File: src/rtl/ddr_cmd_cfg.svh
/*
 * Constants for the memory command controller: strobe encodings, bank
 * codes, mode bit positions and timing counts.
 * Assumes a 100 MHz controller clock.
 */
`ifndef DDR_CMD_CFG_SVH
`define DDR_CMD_CFG_SVH

// strobe codes {cs_n, ras_n, cas_n, we_n}
`define CMD_DESELECT    4'hF
`define CMD_NOP         4'h7
`define CMD_ACTIVE      4'h3
`define CMD_READ        4'h5
`define CMD_WRITE       4'h4
`define CMD_TERMINATE   4'h6
`define CMD_PRECHARGE   4'h2
`define CMD_REFRESH     4'h1
`define CMD_LOAD_MODE   4'h0

`define BANK_BASE_MODE  2'h0
`define BANK_EXT_MODE   2'h1

`define ADDR_W          13
`define AP_BIT          10
`define DLL_RESET_BIT   8
`define OPMODE_LO       7
`define BURST_FIELD_W   7
`define DLL_DIS_BIT     0
`define DRIVE_BIT       1

`define CLK_PERIOD_NS   10
`define MRD_NS          20
`define MRD_CYCLES      ((`MRD_NS + `CLK_PERIOD_NS - 1) / `CLK_PERIOD_NS)
`define DLL_LOCK_CYCLES 200
`define WAIT_W          8

`endif

File: src/rtl/ddr_cmd_pkg.sv
/*
 * Types for the memory command controller.
 * Assumes ddr_cmd_cfg.svh supplies the numeric constants.
 */
package ddr_cmd_pkg;
   typedef enum logic [3:0] {
      REQ_NOP        = 4'h0,
      REQ_ACTIVE     = 4'h1,
      REQ_READ       = 4'h2,
      REQ_WRITE      = 4'h3,
      REQ_TERMINATE  = 4'h4,
      REQ_PRECHARGE  = 4'h5,
      REQ_REFRESH    = 4'h6,
      REQ_SELF_ENTER = 4'h7,
      REQ_SELF_EXIT  = 4'h8,
      REQ_LOAD_BASE  = 4'h9,
      REQ_LOAD_EXT   = 4'hA
   } req_type;

   typedef enum logic [1:0] {
      ST_READY = 2'h0,
      ST_WAIT  = 2'h1,
      ST_SELF  = 2'h2
   } state_type;
endpackage

File: src/rtl/ddr_cmd_ctrl.sv
/*
 * Controller side of a DDR memory command bus: turns user requests into
 * strobe, bank, address and clock enable patterns, tracks mode loads,
 * DLL state and self refresh, and drives the write mask.
 * Assumes the memory samples all outputs on the controller clock edge.
 */
`timescale 1ns/1ns
`include "ddr_cmd_cfg.svh"

module ddr_cmd_ctrl (
   input  wire logic                     i_clk,
   input  wire logic                     i_rstn,
   input  wire logic                     i_req_valid,
   input  wire ddr_cmd_pkg::req_type     i_req_cmd,
   input  wire logic [1:0]               i_req_bank,
   input  wire logic [`ADDR_W-1:0]       i_req_addr,
   input  wire logic                     i_req_auto_pre,
   input  wire logic                     i_req_all_banks,
   input  wire logic [`BURST_FIELD_W-1:0] i_burst_cfg,
   input  wire logic                     i_dll_reset,
   input  wire logic                     i_dll_disable,
   input  wire logic                     i_drive_strength_select,
   input  wire logic [7:0]               i_wr_mask,
   output logic                          o_req_ready,
   output logic                          o_req_error,
   output logic                          o_cs_n,
   output logic                          o_ras_n,
   output logic                          o_cas_n,
   output logic                          o_we_n,
   output logic [1:0]                    o_ba,
   output logic [`ADDR_W-1:0]            o_addr,
   output logic                          o_cke,
   output logic [7:0]                    o_dm,
   output logic                          o_dll_enabled,
   output logic                          o_read_allowed,
   output logic                          o_self_refresh,
   output logic                          o_dll_reset_pending
);
   ddr_cmd_pkg::state_type state_q;
   ddr_cmd_pkg::state_type state_d;
   logic                   take;
   logic                   bad;
   logic                   wait_load;
   logic [`WAIT_W-1:0]     wait_value;
   logic                   wait_done;
   logic                   dll_load;
   logic [7:0]             dll_cnt_q;
   logic                   dll_en_q;
   logic                   reset_need_q;
   logic                   normal_need_q;
   logic                   last_rd_ap_q;
   logic                   burst_rd_q;
   logic [3:0]             code;
   logic [1:0]             bank;
   logic [`ADDR_W-1:0]     addr;

   // =========================================
   // request acceptance
   assign o_req_ready = (state_q == ddr_cmd_pkg::ST_READY) ||
                        (state_q == ddr_cmd_pkg::ST_SELF);

   always_comb begin
      bad = 1'b0;
      if (state_q == ddr_cmd_pkg::ST_SELF) begin
         bad = (i_req_cmd != ddr_cmd_pkg::REQ_SELF_EXIT);
      end else begin
         case (i_req_cmd)
            ddr_cmd_pkg::REQ_READ:       bad = !o_read_allowed;
            ddr_cmd_pkg::REQ_TERMINATE:  bad = !burst_rd_q || last_rd_ap_q;
            ddr_cmd_pkg::REQ_SELF_EXIT:  bad = 1'b1;
            default:                     bad = 1'b0;
         endcase
      end
   end

   assign take        = i_req_valid && o_req_ready && !bad;
   assign o_req_error = i_req_valid && o_req_ready && bad;

   // =========================================
   // command encoding
   always_comb begin
      code = `CMD_NOP;
      bank = i_req_bank;
      addr = i_req_addr;
      case (i_req_cmd)
         ddr_cmd_pkg::REQ_ACTIVE:     code = `CMD_ACTIVE;
         ddr_cmd_pkg::REQ_READ: begin
            code = `CMD_READ;
            addr[`AP_BIT] = i_req_auto_pre;
         end
         ddr_cmd_pkg::REQ_WRITE: begin
            code = `CMD_WRITE;
            addr[`AP_BIT] = i_req_auto_pre;
         end
         ddr_cmd_pkg::REQ_TERMINATE:  code = `CMD_TERMINATE;
         ddr_cmd_pkg::REQ_PRECHARGE: begin
            code = `CMD_PRECHARGE;
            addr[`AP_BIT] = i_req_all_banks;
         end
         ddr_cmd_pkg::REQ_REFRESH,
         ddr_cmd_pkg::REQ_SELF_ENTER: begin
            code = `CMD_REFRESH;
            addr = '0;
            bank = '0;
         end
         ddr_cmd_pkg::REQ_SELF_EXIT:  code = `CMD_NOP;
         ddr_cmd_pkg::REQ_LOAD_BASE: begin
            code = `CMD_LOAD_MODE;
            bank = `BANK_BASE_MODE;
            // operating bits zero, no reserved codes, fields
            addr = '0;
            addr[`BURST_FIELD_W-1:0] = i_burst_cfg;
            // DLL reset request, pending reset forces normal next
            addr[`DLL_RESET_BIT] = i_dll_reset && !normal_need_q;
         end
         ddr_cmd_pkg::REQ_LOAD_EXT: begin
            code = `CMD_LOAD_MODE;
            bank = `BANK_EXT_MODE;
            // DLL and drive bits, rest zero
            addr = '0;
            addr[`DLL_DIS_BIT] = i_dll_disable;
            addr[`DRIVE_BIT]   = i_drive_strength_select;
         end
         default:                     code = `CMD_NOP;
      endcase
   end

   // =========================================
   // command bus registers
   always_ff @(posedge i_clk or negedge i_rstn) begin
      if (!i_rstn) begin
         o_cs_n  <= 1'b1;
         o_ras_n <= 1'b1;
         o_cas_n <= 1'b1;
         o_we_n  <= 1'b1;
         o_ba    <= '0;
         o_addr  <= '0;
      end else if (take) begin
         {o_cs_n, o_ras_n, o_cas_n, o_we_n} <= code;
         o_ba   <= bank;
         o_addr <= addr;
      end else begin
         {o_cs_n, o_ras_n, o_cas_n, o_we_n} <= `CMD_DESELECT;
      end
   end

   // clock enable low only in self refresh
   always_ff @(posedge i_clk or negedge i_rstn) begin
      if (!i_rstn) begin
         o_cke <= 1'b1;
      end else if (take && i_req_cmd == ddr_cmd_pkg::REQ_SELF_ENTER) begin
         o_cke <= 1'b0;
      end else if (take && i_req_cmd == ddr_cmd_pkg::REQ_SELF_EXIT) begin
         o_cke <= 1'b1;
      end
   end

   always_ff @(posedge i_clk or negedge i_rstn) begin
      if (!i_rstn) begin
         o_dm <= '0;
      end else begin
         o_dm <= i_wr_mask;
      end
   end

   // =========================================
   // controller state
   always_comb begin
      state_d = state_q;
      case (state_q)
         ddr_cmd_pkg::ST_READY: begin
            if (take && i_req_cmd == ddr_cmd_pkg::REQ_SELF_ENTER) begin
               state_d = ddr_cmd_pkg::ST_SELF;
            end else if (wait_load) begin
               state_d = ddr_cmd_pkg::ST_WAIT;
            end
         end
         ddr_cmd_pkg::ST_WAIT: begin
            if (wait_done) begin
               state_d = ddr_cmd_pkg::ST_READY;
            end
         end
         ddr_cmd_pkg::ST_SELF: begin
            if (take) begin
               state_d = ddr_cmd_pkg::ST_READY;
            end
         end
         default: state_d = ddr_cmd_pkg::ST_READY;
      endcase
   end

   always_ff @(posedge i_clk or negedge i_rstn) begin
      if (!i_rstn) begin
         state_q <= ddr_cmd_pkg::ST_READY;
      end else begin
         state_q <= state_d;
      end
   end

   assign wait_load  = take && (i_req_cmd == ddr_cmd_pkg::REQ_LOAD_BASE ||
                                i_req_cmd == ddr_cmd_pkg::REQ_LOAD_EXT);
   assign wait_value = `WAIT_W'(`MRD_CYCLES);

   ddr_wait_counter u_mode_wait (
      .i_clk   (i_clk),
      .i_rstn  (i_rstn),
      .i_load  (wait_load),
      .i_value (wait_value),
      .i_hold  (1'b0),
      .o_done  (wait_done)
   );

   // =========================================
   // DLL tracking
   always_ff @(posedge i_clk or negedge i_rstn) begin
      if (!i_rstn) begin
         dll_en_q <= 1'b1;
      end else if (take && i_req_cmd == ddr_cmd_pkg::REQ_LOAD_EXT) begin
         dll_en_q <= !i_dll_disable;
      end else if (take && i_req_cmd == ddr_cmd_pkg::REQ_SELF_EXIT) begin
         dll_en_q <= 1'b1;
      end
   end

   // DLL lock count restarts on any enable
   assign dll_load = take && ((i_req_cmd == ddr_cmd_pkg::REQ_LOAD_EXT && !i_dll_disable) ||
                              i_req_cmd == ddr_cmd_pkg::REQ_SELF_EXIT ||
                              (i_req_cmd == ddr_cmd_pkg::REQ_LOAD_BASE &&
                               addr[`DLL_RESET_BIT]));

   always_ff @(posedge i_clk or negedge i_rstn) begin
      if (!i_rstn) begin
         dll_cnt_q <= 8'(`DLL_LOCK_CYCLES);
      end else if (dll_load) begin
         dll_cnt_q <= 8'(`DLL_LOCK_CYCLES);
      end else if (dll_cnt_q != '0 && o_cke) begin
         dll_cnt_q <= dll_cnt_q - 1'b1;
      end
   end

   assign o_read_allowed = dll_en_q && (dll_cnt_q == '0) && !reset_need_q;
   assign o_dll_enabled  = dll_en_q;

   // DLL enable by extended load needs base reset load, self exit does not
   always_ff @(posedge i_clk or negedge i_rstn) begin
      if (!i_rstn) begin
         reset_need_q <= 1'b0;
      end else if (take && i_req_cmd == ddr_cmd_pkg::REQ_LOAD_EXT) begin
         reset_need_q <= !i_dll_disable;
      end else if (take && i_req_cmd == ddr_cmd_pkg::REQ_LOAD_BASE &&
                   addr[`DLL_RESET_BIT]) begin
         reset_need_q <= 1'b0;
      end
   end

   // DLL reset bit not retained, normal load follows
   always_ff @(posedge i_clk or negedge i_rstn) begin
      if (!i_rstn) begin
         normal_need_q <= 1'b0;
      end else if (take && i_req_cmd == ddr_cmd_pkg::REQ_LOAD_BASE) begin
         normal_need_q <= addr[`DLL_RESET_BIT];
      end
   end

   assign o_dll_reset_pending = reset_need_q || normal_need_q;

   always_ff @(posedge i_clk or negedge i_rstn) begin
      if (!i_rstn) begin
         burst_rd_q   <= 1'b0;
         last_rd_ap_q <= 1'b0;
      end else if (take) begin
         case (i_req_cmd)
            ddr_cmd_pkg::REQ_READ: begin
               burst_rd_q   <= 1'b1;
               last_rd_ap_q <= i_req_auto_pre;
            end
            ddr_cmd_pkg::REQ_WRITE,
            ddr_cmd_pkg::REQ_TERMINATE,
            ddr_cmd_pkg::REQ_PRECHARGE: burst_rd_q <= 1'b0;
            default: burst_rd_q <= burst_rd_q;
         endcase
      end
   end

   assign o_self_refresh = (state_q == ddr_cmd_pkg::ST_SELF);
endmodule

File: src/rtl/ddr_wait_counter.sv
/*
 * Down counter for the guard interval after mode loads.
 * Assumes a synchronous load pulse and the controller clock.
 */
`timescale 1ns/1ns
`include "ddr_cmd_cfg.svh"

module ddr_wait_counter (
   input  wire logic                 i_clk,
   input  wire logic                 i_rstn,
   input  wire logic                 i_load,
   input  wire logic [`WAIT_W-1:0]   i_value,
   input  wire logic                 i_hold,
   output logic                      o_done
);
   logic [`WAIT_W-1:0] count_q;

   // =========================================
   // counting
   always_ff @(posedge i_clk or negedge i_rstn) begin
      if (!i_rstn) begin
         count_q <= '0;
      end else if (i_load) begin
         count_q <= i_value;
      end else if (count_q != '0 && !i_hold) begin
         count_q <= count_q - 1'b1;
      end
   end

   assign o_done = (count_q == '0);
endmodule

File: config.mk
export PLATFORM = sky130hd
export DESIGN_NAME = ddr_cmd_ctrl
export DESIGN_NICKNAME = d
export VERILOG_FILES = /design/src/rtl/ddr_cmd_pkg.sv /design/src/rtl/ddr_cmd_ctrl.sv /design/src/rtl/ddr_wait_counter.sv
export VERILOG_INCLUDE_DIRS = /design/src /design/src/rtl
export SDC_FILE = /design/constraint.sdc
export NUM_CORES = 1
export LEC_CHECK = 0
export BUFFER_PORTS_ARGS = -buffer_cell sky130_fd_sc_hd__clkbuf_2
export CAP_MARGIN = 20
export CORE_MARGIN = 8
export CORE_UTILIZATION = 30
export CTS_CLUSTER_DIAMETER = 100
export DETAILED_ROUTE_END_ITERATION = 8
export PLACE_DENSITY_LB_ADDON = 0.15
export SLEW_MARGIN = 20
export SYNTH_ARGS = -nofsm -noshare
export SYNTH_HDL_FRONTEND = slang
export SYNTH_SLANG_ARGS = --single-unit
export TNS_END_PERCENT = 5
File: constraint.sdc
create_clock -name i_clk -period 5.1 [get_ports i_clk]
set_clock_uncertainty 0.15 [all_clocks]
set_input_delay 0.255 -clock i_clk [delete_from_list [all_inputs] [get_ports i_clk]]
set_output_delay 0.255 -clock i_clk [all_outputs]
set_load 0.005 [all_outputs]
==> impl_results.md, run 1 <==
- Starting density of the core: a little under a third
- Slew Limit Headroom: 51.2%
- Hold_buf cts: 10
- Largest net degree at the start of global routing: 52
- Buffers on Ports: 75
- Sequential-to-total area share from yosys stat: 50.4%
- First-pass GRT wire length: 11300 um
- Synth top area cells: dfrtp_1 (41%), dfstp_2 (9.3%), o21ai_0 (4.1%), xnor2_1 (3.1%), nor2_1 (2.6%)
- Initial antenna violation count: 0
- Via count: 2104
- Io pins: 76
- Final min period: 2.81 ns
- Worst endpoint required time: about 5.2 ns
- Post-layout net count: 371
- Core ar.: 8220 um^2
- Ys async rst share: 100%
- Initial drt markers: 60
- DR vias/cell: 4.88
- N_diodes: 0
- Clk root buf: clkbuf_8
- ANT nets after route: 0
- Slew @ Worst Pin: roughly 0.73 ns
- Die footprint: 11700 um^2
- GRT Max-Usage Layer: met2
- Cells after synthesis: 243
- Startpoint class of the critical path: flip-flop
- Setup repair after global routing missed its margin: no
- Setup crit end kind: flip-flop
- Library cells used by synthesis: 52
- Final setup fails: 0
- Syn avg cell area: 10.5 um^2
- Clk_lat worst skew: between 0.3 and 0.4 ns
- Fin area: 3220 um^2
- Max H-tree Level: 2
- Leakage power: 1.48 nW
- Yosys top cell by area: dfrtp_1
- Commonest non-fill, non-tap cell in the layout: clkbuf_2
- Die Y: 108 um
- Outcome: complete, no violations
- Post-synth EDFFs: 0
- Post-Route Setup TNS: 0 ns
- Final number of hold-violating endpoints: 0
- GR Util met3: 4.28%
- Site Rows: 33
- TritonCTS Buffers: 5
- Setup Buffers After CTS: 0
- Syn. warnings: 0
- Die extent in x: between 100 and 150 um
- Clk slew on worst S/H paths: 0.10 ns
- 1st-pass router iterations: 4
- Share of the synthesized area in the top cell type: 41.2%
- Post-CTS resize count: 0
- Placed instance area: roughly 3000 um^2
- CTS sink cnt: 51
- Met1 Use GR: between 15 and 20%
- Detailed Route WL: 6480 um
- Synthesized Nets: ~290
- Final slew viol count: 0
- Hpwl dp: 4690 um
- GP Congestion: around 0.77
- Routed WL per cell: 15.0 um
- CP Class: flip-flop to flip-flop
- CTS tree: built
- Maximum clock path buffer count: 2
- Vias in the first global route: 2295
- Arrival time at the worst endpoint: 2.85 ns
- Most frequent cells in the layout: clkbuf_2 (75), dfrtp_1 (42), o21ai_0 (21)
- Mapped Area: 2550 um^2
- Worst Path Max Fanout: 16
- M2 GR Usage: between 10% and 20%
- Max-Cap Viols: 0
- Grt total ovfl: 0
- PwrDens: ~240 nW/um^2
- Worst hold path type: input port to flip-flop
- Max Clk Rate: 356 MHz
- GRT Util Overall: 11.9%
- Final Cycle Share: a little under three fifths
- Share of cells above drive strength 1: around a third
- Post-route DRC: 0
- Peak VDD IR: 0.112 mV
- Layout area overhead: 26.3%
- Ys flop type: dfrtp_1
- Flops & latches, synth: 51
per-layer routing:
| layer | wire length [um] | vias to the layer above |
|---|---|---|
| met5 | 0 | - |
| met4 | 74 | 0 |
| met3 | 485 | 5 |
| met2 | 2830 | 63 |
| met1 | 3100 | 1001 |
| li1 | - | 1035 |
area by class of cell:
class	instances	area [um^2]
well taps	105	131
multi-input cells	170	1160
clock buffers	5	68.8
clock inverters	3	46.3
repair buffers	87	490
fillers	834	4990
inverters	10	37.5
flip-flops and latches	51	1290
Yosys cell counts (2+ instances only):
cell type and instances:
a22o_1 5, xor2_1 2, clkbuf_1 8, dfrtp_1 42, or3_1 4, nor2_1 18, o31ai_1 2, dfstp_2 9
a222oi_1 2, mux2_2 6, ha_1 4, or4_1 5, nand3_1 3, mux2i_1 3, inv_1 10, o21ai_1 6
a211o_1 3, nand2b_1 5, o21ai_0 21, nor3b_1 2, a21oi_1 13, xnor2_1 9, or2_2 2, nand2_1 14
nor3_1 10, nor2b_1 6, buf_6 3, o22ai_1 2
worst paths after layout:
path,startpoint,end,slack (ns),depth (start not counted)
worst min register to register,state_q[1],state_q[0],0.33,1
worst max register to register,dll_cnt_q[0],o_addr[6],2.29,8
max in group asynchronous,i_rstn,o_addr[8],3.90,3
min in group asynchronous,i_rstn,u_mode_wait.count_q[7],0.45,3
worst min-delay path,i_req_addr[11],o_addr[11],0.006,3
worst max-delay path,dll_cnt_q[0],o_addr[6],2.29,8
flip-flops by register name (all words and copies together), names as in the netlist, 2 cells and up:
name / flops
dll_cnt_q: 8
o_addr: 13
o_ba: 2
o_dm: 8
state_q: 2
u_mode_wait.count_q: 8
cells by family after synthesis:
family | share of synthesized area [%]
adders and majority gates | 1.96
DFF | 50.4
AOI/OAI and AO/OA | 16.6
buffers and inverters | 4.17
xor gates and xnor gates | 3.77
and+or+nand+nor | 18.8
muxes | 4.26
stage by stage:
stage | power, mW | setup WS (ns) | hold slack, ns | utilization, % | cells
finish | 0.770 | 2.29 | 0.00556 | 39.2 | 431
global placement | 0.477 | 2.17 | 0.213 | 36.6 | 413
detailed placement | 0.478 | 2.13 | 0.215 | 36.6 | 413
CTS | 0.782 | 2.29 | 0.00189 | 39.2 | 431
floorplan | 0.444 | 2.79 | -0.191 | - | 243
global route | 0.803 | 2.07 | 0.0125 | 39.2 | 431
power by group:
| group | internal, mW | switching [mW] |
|---|---|---|
| clock network | 0.148 | 0.146 |
| registers | 0.408 | 0.000784 |
| logic | 0.0304 | 0.0363 |
| total | 0.586 | 0.183 |
critical path, stage by stage, from the launching register on:
cell and delay [ns]:
dfrtp_1 0.37, inv_1 0.12, ha_1 0.18, nor3b_2 0.35
a41oi_2 0.19, a211o_4 0.37, or2_1 0.40, buf_4 0.27
mux2_2 0.28
No activity file was read; power rests on OpenSTA's default activity.
==> run 2, diff against run 1 <==
Settings changed: ABC_AREA from default to 1.
Clock period 5.1 ns to 2.35 ns, I/O delays scaled along.
==> run 2 against run 1 <==
Effect of this change:
- total power grew to 4.1 times the previous value
- synthesized cell count is 22% higher
- non-clock buffer count is 20 higher
- largest power group unchanged
==> impl_results.md, run 2 <==
- Outcome: complete, no violations (unchanged)
- Setup crit end kind: output port (was flip-flop)
- Final min period: approximately 2.1 ns
- Share of cells above drive strength 1: 25.1% (was 34.0%)
- N_diodes: 0 (unchanged)
- CP max stage delay: 0.37 ns (was 0.40 ns)
- Critical-path cell list: inv_1, ha_1, nand2_1, nor2_1, nand3_1, nand2_1, nand2_2, nand2_2, nor3_1, clkbuf_2 (was inv_1, ha_1, nor3b_2, a41oi_2, a211o_4, or2_1, buf_4, mux2_2)
- Clk root buf: clkbuf_8 (unchanged)
- GP Congestion: 0.837 (was 0.773)
- CTS sink cnt: 51 (unchanged)
- TritonCTS Buffers: 5 (unchanged)
- Finished Layout Cells: 512 (was 431)
- Maximum clock path buffer count: 2 (unchanged)
- Final slew viol count: 0 (unchanged)
- Final number of hold-violating endpoints: 0 (unchanged)
- Layout area overhead: 36.8% (was 26.3%)
- Syn avg cell area: 8.23 um^2 (was 10.5 um^2)
- Commonest non-fill, non-tap cell in the layout: nand2_1 (was clkbuf_2)
- Largest register FFs: 13 (unchanged)
- Die footprint: 11300 um^2 (was 11700 um^2)
- Tot Pwr: 3.12 mW (was 0.770 mW)
- Cells after synthesis: 297 (was 243)
- Post-layout net count: 453 (was 371)
- Fin area: 3340 um^2 (was 3220 um^2)
- Setup repair after global routing missed its margin: no (unchanged)
- Post-Route Setup TNS: 0 ns (unchanged)
- ANT nets after route: 0 (unchanged)
- Final Cycle Share: 87.5%
- Placed instance area: 2950 um^2 (was 3010 um^2)
- Setup Buffers After CTS: 0 (unchanged)
- Sequential-to-total area share from yosys stat: 52.7% (was 50.4%)
- Ys async rst share: 100% (unchanged)
- Synth top area cells: dfrtp_1 (43%), nand2_1 (12%), dfstp_2 (9.7%), inv_1 (6.9%), nand3_1 (5.1%) (was dfrtp_1 (41%), dfstp_2 (9.3%), o21ai_0 (4.1%), xnor2_1 (3.1%), nor2_1 (2.6%))
- First-pass GRT wire length: 11000 um (was 11300 um)
- Post-synth EDFFs: 0 (unchanged)
- Worst setup margin: 0.293 ns (was 2.29 ns)
- Max Clk Rate: 486 MHz
- Initial antenna violation count: 0 (unchanged)
- Clk_lat worst skew: 0.30 ns (was 0.31 ns)
- Die Y: 106 um (was 108 um)
- Slew @ Worst Pin: 0.596 ns (was 0.727 ns)
- Synthesized Nets: 343 (was 289)
- Largest register by flop count: o_addr (unchanged)
- Hpwl dp: 4770 um (was 4690 um)
- Max-Cap Viols: 0 (unchanged)
- Largest net degree at the start of global routing: 34 (was 52)
- Worst hold path type: input port to flip-flop (unchanged)
- Startpoint class of the critical path: flip-flop (unchanged)
- Grt total ovfl: 0 (unchanged)
- Worst endpoint required time: 2.08 ns (was 5.15 ns)
- CP Class: flip-flop to output port (was flip-flop to flip-flop)
- Yosys top cell by area: dfrtp_1 (unchanged)
- Filler cell count: 827 (was 834)
- CTS tree: built (unchanged)
- Slew Limit Headroom: 60.3% (was 51.2%)
- DR vias/cell: 4.31 (was 4.88)
- Vias in the first global route: 2330 (was 2295)
- Via count: 2206 (was 2104)
- Pre-CTS setup slack: 0.204 ns (was 2.13 ns)
- Buffers on Ports: 75 (unchanged)
- Worst Path Max Fanout: 5 (was 16)
- Core ar.: 8050 um^2 (was 8220 um^2)
- Arrival time at the worst endpoint: 1.79 ns (was 2.85 ns)
- PwrDens: 933 nW/um^2 (was 239 nW/um^2)
- Leakage power: 1.82 nW (was 1.48 nW)
- Library cells used by synthesis: 26 (was 52)
- Site Rows: 33 (unchanged)
- Most numerous cell in the Yosys netlist: nand2_1 (was dfrtp_1)
- Mapped Area: 2440 um^2 (was 2550 um^2)
- Syn. warnings: 0 (unchanged)
- Flops & latches, synth: 51 (unchanged)
- Peak VDD IR: 0.364 mV (was 0.112 mV)
- Slowest CP cell: dfrtp_1 (was or2_1)
- Io pins: 76 (unchanged)
- GRT Util Overall: 11.9% (about the same)
- Ys flop type: dfrtp_1 (unchanged)
- Initial drt markers: 45 (was 60)
- Final setup fails: 0 (unchanged)
- Most frequent cells in the layout: nand2_1 (79), clkbuf_2 (75), inv_1 (45) (was clkbuf_2 (75), dfrtp_1 (42), o21ai_0 (21))
- Routed WL per cell: 12.4 um (was 15.0 um)
- Max H-tree Level: 2 (unchanged)
- Die extent in x: 106 um (was 108 um)
- Clk slew on worst S/H paths: 0.09 ns (was 0.10 ns)
- Starting density of the core: 30.3% (was 31.1%)
- Top cells by count, synth: nand2_1 (79), inv_1 (45), dfrtp_1 (42) (was dfrtp_1 (42), o21ai_0 (21), nor2_1 (18))
- Share of the synthesized area in the top cell type: 43.0% (was 41.2%)
- Placed cells: 475 (was 413)
- Detailed Route WL: 6350 um (was 6480 um)
- Post-route DRC: 0 (unchanged)
- 1st-pass router iterations: 4 (unchanged)
[run 2: cell types whose count changed after synthesis, sizes merged, moves of 5 or more]
cell    change
clkbuf      -8
xnor2       -9
nand3      +22
nor2b       -6
a22oi       +5
nor2        +9
nand2      +69
inv        +35
mux2        -7
nand2b      -5
nor3        -5
or4         -5
a21oi       -8
[run 2: timing repair]
| action | CTS | global route |
|---|---|---|
| hold buffers | 30 | 0 |
| endpoints found under the hold margin | 43 | 0 |
| setup endpoints to repair | 0 | 4 |
| gates resized for setup | 0 | 1 |
[run 2: critical path, delay by kind of cell (launching register included)]
family	cells	cell delay, ns
simple gates	7	0.68
fa+ha+maj	1	0.19
flops	1	0.37
buf+inv	2	0.25
[run 2: metrics by stage]
stage | util [%] | hold WS, ns
finish | 41.5 | 0.0415
floorplan | - | -0.328
global placement | 36.6 | 0.0125
detailed placement | 36.6 | 0.00114
CTS | 41.5 | 0.0271
global route | 41.5 | 0.0630
[run 2: where the power goes]
group	internal, mW	switching [mW]
sequential	1.24	0.211
clock	0.232	0.278
combinational	0.509	0.644
[run 2: cell families (layout without fill, tap and decap cells)]
family / count (synthesis) / in the layout / synth area share, %
xor gates and xnor gates: 6 / 6 / 2.15
AOI/OAI and AO/OA: 40 / 40 / 9.78
DFF: 51 / 51 / 52.7
and+or+nand+nor: 146 / 146 / 25.1
adders and majority gates: 4 / 4 / 2.05
buffers and inverters: 50 / 160 / 8.19
[run 2: final timing paths]
check                                   from       endpoint  slack [ns]  cells after the start
worst max-delay path            dll_cnt_q[0]    o_req_error        0.29                     10
worst min-delay path            i_req_cmd[1]         o_we_n        0.04                      3
worst max register to register  dll_cnt_q[0]   dll_cnt_q[0]        0.32                     11
worst min register to register    state_q[1]     state_q[0]        0.31                      1
max in group asynchronous             i_rstn  o_dll_enabled        1.19                      3
min in group asynchronous             i_rstn   last_rd_ap_q        0.22                      2
[run 2: per-layer routing]
layer | track usage (%) | part of all wire [%] | up-vias
met5 | 0 | 0 | -
li1 | - | - | 1160
met4 | 3.02 | 0.41 | 0
met1 | 14.5 | 46 | 982
met2 | 18.7 | 45 | 62
met3 | 5.38 | 9.1 | 2
[run 2: cell type report]
type	instances	area [um^2]	share of cell area [%]
clock buffers	6	82.6	2.47
clock inverters	1	5.00	0.150
inverters	46	173	5.16
flip-flops and latches	51	1290	38.5
repair buffers	107	703	21.0
multi-input cells	196	961	28.7
well taps	105	131	3.93
